===== config.mk =====
export PLATFORM = sky130hd
export DESIGN_NAME = emp_mapper
export DESIGN_NICKNAME = d
export VERILOG_FILES = /design/src/pkg/emp_pkg.sv /design/src/design/emp_board_regs.sv /design/src/design/emp_mapper.sv
export SDC_FILE = /design/constraint.sdc
export NUM_CORES = 1
export LEC_CHECK = 0
export BUFFER_PORTS_ARGS = -buffer_cell sky130_fd_sc_hd__clkbuf_2
export CORE_MARGIN = 3
export CORE_UTILIZATION = 45
export CTS_CLUSTER_SIZE = 8
export DETAILED_ROUTE_END_ITERATION = 7
export SETUP_SLACK_MARGIN = 0.3
export SLEW_MARGIN = 20
export SYNTH_ARGS = -nofsm -noshare
export SYNTH_HDL_FRONTEND = slang
export SYNTH_SLANG_ARGS = --single-unit

===== constraint.sdc =====
create_clock -name ref_clk -period 5.79 [get_ports ref_clk]
set_input_delay 1.158 -clock ref_clk [delete_from_list [all_inputs] [get_ports ref_clk]]
set_output_delay 1.158 -clock ref_clk [all_outputs]
set_load 0.005 [all_outputs]

===== src/pkg/emp_pkg.sv =====
package emp_pkg;
   // -----------------------------------------------------------
   // geometry
   // -----------------------------------------------------------
   localparam int EMP_BOARDS   = 3;
   localparam int EMP_WINDOWS  = 4;
   localparam int EMP_PAGE_W   = 7;
   localparam int EMP_OFS_W    = 14;
   localparam int EMP_DRAM_W   = 21;
   localparam int EMP_BLK_W    = 6;
   // -----------------------------------------------------------
   // port map, shown for strap code 1
   // -----------------------------------------------------------
   localparam logic [15:0] EMP_WIN0_PAGE_MAP_OFS = 16'h0208;
   localparam logic [15:0] EMP_BASE_BIT0_OFS     = 16'h0209;
   localparam logic [15:0] EMP_WIN1_PAGE_MAP_OFS = 16'h4208;
   localparam logic [15:0] EMP_BASE_BIT1_OFS     = 16'h4209;
   localparam logic [15:0] EMP_WIN2_PAGE_MAP_OFS = 16'h8208;
   localparam logic [15:0] EMP_BASE_BIT2_OFS     = 16'h8209;
   localparam logic [15:0] EMP_WIN3_PAGE_MAP_OFS = 16'hC208;
   localparam logic [15:0] EMP_PARITY_TEST_OFS   = 16'hC209;
   localparam logic [5:0]  EMP_PORT_MID  = 6'h02;
   localparam logic [7:0]  EMP_PORT_LOW [0:7] = '{8'h00, 8'h08, 8'h18,
      8'h58, 8'h68, 8'hA8, 8'hB8, 8'hE8};
   localparam logic [2:0]  EMP_STRAP_OFF = 3'h0;
   // -----------------------------------------------------------
   // fields and reset values
   // -----------------------------------------------------------
   localparam int          EMP_ENABLE_BIT  = 7;
   localparam int          EMP_CTRL_BIT    = 7;
   localparam int          EMP_TEST_WIN    = 3;
   localparam logic [7:0]  EMP_REG_RST     = 8'h00;
   localparam logic [5:0]  EMP_START_BLK   = 6'h31;
   localparam logic [5:0]  EMP_WIN_SPAN    = 6'h04;
   localparam logic [7:0]  EMP_RD_IDLE     = 8'h00;
   // -----------------------------------------------------------
   // carriers
   // -----------------------------------------------------------
   typedef struct packed {
      logic [15:0] addr;
      logic        rd;
      logic        wr;
      logic [7:0]  wdata;
   } emp_io_req_t;
   typedef struct packed {
      logic [19:0] addr;
      logic        rd;
      logic        wr;
   } emp_mem_req_t;
   typedef struct packed {
      logic                  rd;
      logic                  wr;
      logic [1:0]            board;
      logic [EMP_DRAM_W-1:0] addr;
   } emp_dram_req_t;
   // -----------------------------------------------------------
   // helpers
   // -----------------------------------------------------------
   // port hit for a board's strap code, any of the eight ports
   function automatic logic emp_port_hit(input logic [2:0] strap,
                                         input logic [15:0] addr);
      emp_port_hit = (strap != EMP_STRAP_OFF)
         && (addr[13:8] == EMP_PORT_MID)
         && (addr[7:1] == EMP_PORT_LOW[strap][7:1]);
   endfunction
   // partial decode: 16 pages per half, page bits 5:4 ignored
   function automatic logic [EMP_PAGE_W-1:0] emp_phys_page(
      input logic [EMP_PAGE_W-1:0] page);
      emp_phys_page = {2'b00, page[6], page[3:0]};
   endfunction
endpackage


===== src/design/emp_board_regs.sv =====
`timescale 1ns/100ps
module emp_board_regs
(
   // clock and reset
   input  wire logic                          ref_clk,
   input  wire logic                          reset_n,
   // strap and requests
   input  wire logic [2:0]                    port_strap,
   input  wire emp_pkg::emp_io_req_t          io_req,
   input  wire emp_pkg::emp_mem_req_t         mem_req,
   // decode results
   output logic                               io_hit,
   output logic [7:0]                         io_rdata,
   output logic                               mem_hit,
   output logic [emp_pkg::EMP_DRAM_W-1:0]     mem_dram_addr,
   output logic                               parity_test
);
   import emp_pkg::*;

   logic [7:0]           page_map_reg  [EMP_WINDOWS];
   logic [7:0]           page_map_next [EMP_WINDOWS];
   logic [7:0]           ctrl_reg      [EMP_WINDOWS];
   logic [7:0]           ctrl_next     [EMP_WINDOWS];
   logic [1:0]           io_idx;
   logic [1:0]           win;
   logic [EMP_BLK_W-1:0] start_blk;
   logic [EMP_BLK_W-1:0] blk_rel;
   logic [7:0]           sel_map;

   // -----------------------------------------------------------
   // port decode and readback
   // -----------------------------------------------------------
   assign io_idx   = io_req.addr[15:14];
   assign io_hit   = emp_port_hit(port_strap, io_req.addr);
   assign io_rdata = io_req.addr[0] ? ctrl_reg[io_idx]
                                    : page_map_reg[io_idx];

   // register writes; software may only touch its own board
   always_comb
   begin
      page_map_next = page_map_reg;
      ctrl_next     = ctrl_reg;
      if (io_hit && io_req.wr)
      begin
         if (io_req.addr[0])
            ctrl_next[io_idx] = io_req.wdata;
         else
            page_map_next[io_idx] = io_req.wdata;
      end
   end

   always_ff @(posedge ref_clk or negedge reset_n)
   begin
      if (!reset_n)
      begin
         page_map_reg <= '{default: EMP_REG_RST};
         ctrl_reg     <= '{default: EMP_REG_RST};
      end
      else
      begin
         page_map_reg <= page_map_next;
         ctrl_reg     <= ctrl_next;
      end
   end

   // -----------------------------------------------------------
   // window lookup
   // -----------------------------------------------------------
   // the start code sits in bit 7 of three control ports
   assign start_blk = EMP_START_BLK + {3'b000, ctrl_reg[2][EMP_CTRL_BIT],
      ctrl_reg[1][EMP_CTRL_BIT], ctrl_reg[0][EMP_CTRL_BIT]};
   assign blk_rel   = mem_req.addr[19:14] - start_blk;
   assign win       = mem_req.addr[15:14];
   assign sel_map   = page_map_reg[win];
   // a hidden page never answers; boards with enabled overlapping windows all hit
   assign mem_hit = (port_strap != EMP_STRAP_OFF) && (blk_rel < EMP_WIN_SPAN)
      && sel_map[EMP_ENABLE_BIT] && (mem_req.rd || mem_req.wr);
   assign mem_dram_addr = {emp_phys_page(sel_map[EMP_PAGE_W-1:0]),
      mem_req.addr[EMP_OFS_W-1:0]};
   assign parity_test = ctrl_reg[EMP_TEST_WIN][EMP_CTRL_BIT];
endmodule


===== src/design/emp_mapper.sv =====
`timescale 1ns/100ps
module emp_mapper
(
   // clock and reset
   input  wire logic                      ref_clk,
   input  wire logic                      reset_n,
   // board port straps
   input  wire logic [2:0]                board0_port_strap,
   input  wire logic [2:0]                board1_port_strap,
   input  wire logic [2:0]                board2_port_strap,
   // host i/o and memory cycles
   input  wire emp_pkg::emp_io_req_t      io_req,
   input  wire emp_pkg::emp_mem_req_t     mem_req,
   // register readback
   output logic [7:0]                     io_rdata,
   output logic                           io_rdata_valid,
   // paged memory access
   output emp_pkg::emp_dram_req_t         dram_req,
   output logic                           parity_err
);
   import emp_pkg::*;

   // -----------------------------------------------------------
   // board banks
   // -----------------------------------------------------------
   logic [2:0]            strap     [EMP_BOARDS];
   logic [EMP_BOARDS-1:0] io_hit;
   logic [7:0]            rdata     [EMP_BOARDS];
   logic [EMP_BOARDS-1:0] mem_hit;
   logic [EMP_DRAM_W-1:0] dram_addr [EMP_BOARDS];
   logic [EMP_BOARDS-1:0] test_bit;

   assign strap[0] = board0_port_strap;
   assign strap[1] = board1_port_strap;
   assign strap[2] = board2_port_strap;

   // one bank per board, all sharing the host cycles
   for (genvar b = 0; b < EMP_BOARDS; b++)
   begin : g_board
      emp_board_regs u_regs
      (
         .ref_clk       (ref_clk),
         .reset_n       (reset_n),
         .port_strap    (strap[b]),
         .io_req        (io_req),
         .mem_req       (mem_req),
         .io_hit        (io_hit[b]),
         .io_rdata      (rdata[b]),
         .mem_hit       (mem_hit[b]),
         .mem_dram_addr (dram_addr[b]),
         .parity_test   (test_bit[b])
      );
   end

   // -----------------------------------------------------------
   // readback path
   // -----------------------------------------------------------
   logic [7:0] io_rdata_reg;
   logic [7:0] io_rdata_next;
   logic       io_rdata_valid_reg;
   logic       io_rdata_valid_next;

   // lowest board wins if software straps two boards alike
   always_comb
   begin
      io_rdata_next       = EMP_RD_IDLE;
      io_rdata_valid_next = 1'b0;
      if (io_req.rd)
      begin
         for (int b = EMP_BOARDS - 1; b >= 0; b--)
         begin
            if (io_hit[b])
            begin
               io_rdata_next       = rdata[b];
               io_rdata_valid_next = 1'b1;
            end
         end
      end
   end

   always_ff @(posedge ref_clk or negedge reset_n)
   begin
      if (!reset_n)
      begin
         io_rdata_reg       <= EMP_RD_IDLE;
         io_rdata_valid_reg <= 1'b0;
      end
      else
      begin
         io_rdata_reg       <= io_rdata_next;
         io_rdata_valid_reg <= io_rdata_valid_next;
      end
   end

   assign io_rdata       = io_rdata_reg;
   assign io_rdata_valid = io_rdata_valid_reg;

   // -----------------------------------------------------------
   // memory path
   // -----------------------------------------------------------
   emp_dram_req_t dram_req_reg;
   emp_dram_req_t dram_req_next;
   logic          parity_err_reg;
   logic          parity_err_next;

   // overlapping enabled windows are a software fault; the lowest hitting board wins
   always_comb
   begin
      dram_req_next   = '0;
      parity_err_next = 1'b0;
      for (int b = EMP_BOARDS - 1; b >= 0; b--)
      begin
         if (mem_hit[b])
         begin
            dram_req_next.rd    = mem_req.rd;
            dram_req_next.wr    = mem_req.wr && !mem_req.rd;
            dram_req_next.board = 2'(b);
            dram_req_next.addr  = dram_addr[b];
            // the test bit fakes an error on every read while set
            parity_err_next     = mem_req.rd && test_bit[b];
         end
      end
   end

   always_ff @(posedge ref_clk or negedge reset_n)
   begin
      if (!reset_n)
      begin
         dram_req_reg   <= '0;
         parity_err_reg <= 1'b0;
      end
      else
      begin
         dram_req_reg   <= dram_req_next;
         parity_err_reg <= parity_err_next;
      end
   end

   assign dram_req   = dram_req_reg;
   assign parity_err = parity_err_reg;

   logic all_off;
   assign all_off = (board0_port_strap == 3'h0) && (board1_port_strap == 3'h0)
      && (board2_port_strap == 3'h0);
endmodule


==> results of run 1 <==
[cells in the final DEF (no fill, tap or decap), types with 3 or more instances in the layout]
| cell type | Yosys | layout |
|---|---|---|
| dfrtp_1 | 225 | 225 |
| mux2_2 | 200 | 200 |
| clkbuf_2 | 0 | 89 |
| mux4_2 | 66 | 66 |
| clkbuf_16 | 0 | 35 |
| inv_1 | 30 | 30 |
| ha_1 | 25 | 25 |
| nor2_1 | 24 | 23 |
| a21oi_1 | 22 | 22 |
| mux2i_1 | 20 | 20 |
| nor2b_1 | 19 | 19 |
| nand3_1 | 14 | 14 |
| o21ai_0 | 13 | 13 |
| nand2_1 | 11 | 11 |
| nor3_1 | 11 | 10 |
| nor2_2 | 8 | 9 |
| o221a_2 | 8 | 8 |
| xor2_1 | 7 | 7 |
| buf_4 | 3 | 6 |
| nand4_1 | 5 | 5 |
| xnor2_1 | 5 | 5 |
| nand4_2 | 4 | 4 |
| nand3b_1 | 3 | 3 |
| or3_1 | 3 | 3 |
| nand2b_1 | 3 | 3 |
| nor4_1 | 3 | 3 |
| nand3_2 | 3 | 3 |
| fa_1 | 3 | 3 |
[cells in the mapped netlist, types with 4 or more instances]
library cell and n:
ha_1 25, mux4_2 66, nor2_1 24, clkbuf_1 37
o221a_2 8, buf_1 7, a21oi_1 22, o21ai_0 13
inv_1 30, xor2_1 7, nand4_1 5, nand2_1 11
mux2_2 200, dfrtp_1 225, nor2_2 8, nor2b_1 19
nand4_2 4, xnor2_1 5, nor3_1 11, mux2i_1 20
nand3_1 14
[kinds of logic (layout without fill, tap and decap cells)]
| group | Yosys count | in the layout | share of synthesized area |
|---|---|---|---|
| AO/OA/AOI/OAI | 60 | 60 | 0.0371 |
| XOR/XNOR | 12 | 12 | 0.00916 |
| adder cells (fa/ha/maj) | 28 | 28 | 0.0325 |
| buffers and inverters | 80 | 164 | 0.0275 |
| flip-flops | 225 | 225 | 0.490 |
| multiplexers | 286 | 286 | 0.343 |
| other | 1 | 2 | 0.000327 |
| AND/OR/NAND/NOR | 121 | 121 | 0.0599 |
[layout make-up]
class,instances,area (um2),area share
inverter,30,113,0.00860
timing repair buffer,96,505,0.0386
clock inverter,2,17.5,0.00134
tap,324,405,0.0310
sequential,225,5630,0.430
clock buffer,36,880,0.0672
multi-input combinational,509,5550,0.423
[report_power, final]
part / internal, uW / total [uW] / leakage, uW / switching (uW)
combinational: 71.1 / 217 / 0.00275 / 146
sequential: 1580 / 1580 / 0.00315 / 0.361
clock: 1060 / 1710 / 0.000441 / 647
[how the worst max path moves through the flow]
stage | to | cells past startpoint
floorplan | dram_req[23] | 11
global placement | dram_req[23] | 10
detailed placement | dram_req[23] | 10
CTS | dram_req[23] | 10
global route | dram_req[23] | 10
finish | dram_req[23] | 10
[stage by stage]
stage	total power [uW]	hold slack [ns]
global route	3640	0.512
global placement	1810	0.482
detailed placement	1820	0.490
floorplan	1730	0.474
CTS	3550	0.501
finish	3500	0.498
[metal layers]
metal,wire (um),part of all wire,GRT usage
met1,12300,0.42,0.284
met2,14900,0.50,0.369
met3,1520,0.051,0.0408
met4,903,0.030,0.0691
met5,0,0,0
==> results.md, run 1 <==
- Global-route wire length before repair: 46900 um
- Initial Util: 0.465
- Largest net degree at the start of global routing: between 100 and 150
- Worst Hold Path EP: g_board[1].u_regs.ctrl_reg[6]
- Final setup fails: 0
- DR iter-0 viols: about 320
- Clk sinks: 225
- Worst-margin pin slew: ~1.2 ns
- Final worst path period share: 0.715
- Endpoints failing hold: 0
- R2R Path End: dram_req[23]
- Placement Setup Slack: 1.16 ns
- Share of post-route cells with drive strength above 1: 0.479
- Register area share after synthesis: 0.490
- CP bufs+invs: 1
- Setup Fix Bufs, Post-CTS: 0
- Yosys top cell area share: 0.490
- Pwr Density: 267 nW/um2
- Crit path kind: in -> reg
- Final cell count without fillers: approximately 1200
- Synth top area cells: dfrtp_1 (49%), mux2_2 (20%), mux4_2 (13%), ha_1 (2.7%), mux2i_1 (1.7%)
- Number of H-tree levels: 2
- Slew Limit Fails: 0
- Via density: 5.94
- Clock root buffer: clkbuf_16
- Worst Min Path Start: g_board[1].u_regs.ctrl_reg[6]
- Reg2reg setup slack: 2.54 ns
- Crit-path max FO: 21
- Worst-path clk slew: 0.05 ns
- Ant diodes: 0
- Worst min path class: reg -> reg
- Die H: 166 um
- Row cnt: 57
- TritonCTS Buffers: 34
- Maximum vdd drop: 0.000192 V
- Delay-heaviest family, CP: compound AO/OA/AOI/OAI gates
- Avg Cell Area, Syn: 14.1 um2
- Post-cts gate resize count: 0
- Clk_lat worst skew: 0.49 ns
- Area Overhead vs Synth: 14.1%
- Clk_skew: roughly 0.008 ns
- Post-synth top area cell: dfrtp_1
- GRT overflow: 0
- Fmax: between 200 and 250 MHz
- GRT Util Overall: 0.217
- Antenna Nets Post-Route: 0
- CP Cell Sequence: clkbuf_2 > ha_1 > nand3b_1 > fa_1 > nor2b_1 > a21boi_0 > a21oi_1 > a2111oi_2 > nor3_2 > nor3b_1
- Vias in the first global route: 8102
- Syn Inst Count: ~810
- Setup TNS Final: 0 ns
- Startpoint types: input port
- Core area: 24700 um2
- First-pass detailed-route iteration total: 5
- CP required: ~6.2 ns
- Tmin final: between 4 and 5 ns
- P_leak: 0.00634 uW
- EDFF count, synth: 0
- Ys flop type: dfrtp_1
- CTS Buffer Depth: 3
- Input/output buffers: 91
- Max reg flops: 96
- RSZ-0062 raised after global routing: no
- MaxCap Viol Count: 0
- Core Util, Final: 0.531
- Min setup slack post-route: 1.65 ns
- Max stage delay cell, worst path: a2111oi_2
- Hold-fix buffers at CTS: 0
- Slowest stage delay, CP: roughly 0.78 ns
- Synth Register Bits: 225
- Wire length per cell: 24.3 um
- Async S/R FF share, synth: 1.00
- Status: finished, final reports clean
- Reg-to-reg critical path startpoint: g_board[2].u_regs.ctrl_reg[23]
- # fillers: 2105
- Vias post-DR: 7261
- Mapped Area: 11500 um2
- Gpl congestion: 0.887
- Fin area: ~13000 um2
- Max_slew headroom: 0.212
- Ys Warns: 0
- Critical Path End Type: flop
- Die X: 166 um
- Cell depth of the worst flop-to-flop path: 10
- Hold Crit Depth: 1
- Post-DP Area: approximately 12000 um2
- Routed wire length: roughly 30000 um
- Synth cell types: 51
- Placed Instances: about 1200
- CTS tree: done
- Worst setup startpoint: mem_req[17]
- Die ar.: 27500 um2
- Initial antenna violation count: 0
- Nets: around 1000
- Worst Path Arrival: between 4 and 5 ns
- Post-detailed-route DRC marker count: 0
- Hpwl dp: 20500 um
- I/O pin count: 94
Power figures use the tool's default switching activity.
==> run 2, diff against run 1 <==
==> constraint.sdc (replaced) <==
create_clock -name ref_clk -period 4 [get_ports ref_clk]
set_input_delay 0.8 -clock ref_clk [delete_from_list [all_inputs] [get_ports ref_clk]]
set_output_delay 0.8 -clock ref_clk [all_outputs]
set_load 0.005 [all_outputs]
==> run 2 against run 1 <==
  * Global-route usage increased by 0.57 points
  * Critical endpoint is now dram_req[1]
  * Clock skew up 0.0026 ns
  * Power is 48% higher
  * Critical path depth stayed put
  * Cell area is 1.5% higher
  * Worst hold slack worse by 0.21 ns
  * Sequential share of layout area down 0.64 points
  * Combinational power up 47%
  * Largest power group unchanged
  * Worst setup slack lost 0.66 ns
  * Via count is 2.1% higher
  * Utilization increased by 0.81 points
==> results.md, run 2 (synthesis gave the netlist of run 1 again) <==
- Initial Util: 0.465
- Tmin final: 3.01 ns
- I/O pin count: 94
- Pwr Density: between 300 and 400 nW/um2
- Levels on crit path: 10
- Maximum vdd drop: 0.000316 V
- Die ar.: 27500 um2
- Worst-margin pin slew: 0.867 ns
- Cell depth of the worst flop-to-flop path: 10
- CP Cell Sequence: clkbuf_2 > ha_1 > nand3b_1 > fa_1 > nand2b_1 > a21oi_1 > xor2_1 > nor3_1 > nor3_2 > nor2b_1
- Routed wire length: 30300 um
- # fillers: 2040
- Most frequent cells in the layout: dfrtp_1 (225), mux2_2 (200), clkbuf_2 (89)
- Final hold slack: 0.290 ns
- Slowest stage delay, CP: 0.71 ns
- Endpoints failing hold: 0
- Critical path destination: dram_req[1]
- Post-cts gate resize count: 0
- Crit path kind: in -> reg
- Commonest non-fill, non-tap cell in the layout: dfrtp_1
- Post-DP Area: ~12000 um2
- Gpl congestion: roughly 0.89
- TritonCTS Buffers: 34
- Hpwl dp: 21300 um
- Input/output buffers: about 90
- CTS Buffer Depth: 3
- Die X: 166 um
- Startpoint types: input port
- Ant diodes: 0
- Critical Path End Type: flop
- Part of the power in combinational logic: 0.062
- Final setup fails: 0
- Nets: 1000
- Clk_lat worst skew: approximately 0.5 ns
- Crit-path max FO: 16
- Core Util, Final: 0.539
- Fin area: 13300 um2
- Max stage delay cell, worst path: nor3_2
- Setup TNS Final: 0 ns
- Die H: 166 um
- Clock power frac: 0.499
- CP bufs+invs: 1
- Row cnt: 57
- CTS tree: done
- Delay-heaviest family, CP: simple AND/OR/NAND/NOR gates
- Clock root buffer: clkbuf_16
- Int Power: between 4000 and 5000 uW
- R2R Path End: dram_req[1]
- Area Overhead vs Synth: 15.8%
- Worst Path Arrival: 3.34 ns
- Antenna Nets Post-Route: 0
- First-pass detailed-route iteration total: 5
- Reg2reg setup slack: 1.06 ns
- GRT Util Overall: 0.223
- Reg-to-reg critical path startpoint: g_board[1].u_regs.ctrl_reg[23]
- Core area: 24700 um2
- Clk_skew: 0.0106 ns
- Vias post-DR: 7412
- Post-detailed-route DRC marker count: 0
- Power Total: 5190 uW
- Max_slew headroom: 0.419
- Sequential cell area: 5630 um2
- Number of H-tree levels: 2
- Setup Fix Bufs, Post-CTS: 0
- Wire length per cell: 24.4 um
- CP required: between 4 and 5 ns
- Initial antenna violation count: 0
- DR iter-0 viols: between 400 and 500
- Switch Pwr: between 1000 and 1500 uW
- Global-route wire length before repair: 47800 um
- MaxCap Viol Count: 0
- Sw Ratio: 0.223
- Via density: 5.96
- Vias in the first global route: 7998
- Status: finished, final reports clean
- Share of post-route cells with drive strength above 1: 0.486
- Slew Limit Fails: 0
- Worst setup startpoint: mem_req[17]
- Sequential share of power: 0.440
- Largest net degree at the start of global routing: a little over 80
- Worst min path class: in -> async
- RSZ-0062 raised after global routing: no
- P_leak: 0.00646 uW
- Worst-path clk slew: 0.05 ns
- Clk sinks: 225
- Hold-fix buffers at CTS: 0
- Final worst path period share: 0.752
- Fmax: 333 MHz
- Max reg flops: 96
- GRT overflow: 0
- Multi-input combinational cell area: 5540 um2
run 2: metal layers:
| layer | wire length (um) | vias up | global-route usage |
|---|---|---|---|
| li1 | - | 3214 | - |
| met1 | 13100 | 3890 | 0.306 |
| met2 | 14600 | 241 | 0.360 |
| met3 | 1600 | 67 | 0.0424 |
| met4 | 944 | 0 | 0.0738 |
| met5 | 0 | - | 0 |
run 2: layout make-up:
cell class,instances,area share
Inverter,30,0.00847
Sequential cell,225,0.423
Tap cell,324,0.0305
Multi-Input combinational cell,509,0.417
Timing Repair Buffer,113,0.0486
Clock buffer,43,0.0721
run 2: worst register-to-register path, cell delays in order (launching register included):
cell and delay, ns:
dfrtp_1 0.40, inv_1 0.06, ha_1 0.27, nand3b_1 0.12, fa_1 0.48, nand2b_1 0.16
a21oi_1 0.15, xor2_1 0.18, nor3_1 0.10, nor3_2 0.71, nor2b_1 0.13
run 2: per-stage QoR:
stage	setup slack (ns)	cells
global placement	0.535	1201
detailed placement	0.473	1201
floorplan	0.509	814
global route	0.722	1244
finish	0.993	1244
CTS	0.992	1244
run 2: power groups by stage:
stage	sequential, uW	clock, uW	combinational (uW)
floorplan	2320	0	178
global placement	2320	0	312
detailed placement	2320	0	322
CTS	2280	2650	324
global route	2280	2750	353
finish	2280	2590	320
run 2: worst min path at each step:
stage	end	cells after the start	startpoint
floorplan	g_board[0].u_regs.ctrl_reg[10]	1	g_board[0].u_regs.ctrl_reg[10]
global placement	g_board[0].u_regs.ctrl_reg[6]	1	g_board[0].u_regs.ctrl_reg[6]
detailed placement	g_board[0].u_regs.page_map_reg[13]	1	g_board[0].u_regs.page_map_reg[13]
CTS	g_board[2].u_regs.page_map_reg[5]	1	reset_n
global route	g_board[1].u_regs.page_map_reg[12]	1	reset_n
finish	g_board[1].u_regs.page_map_reg[4]	1	reset_n
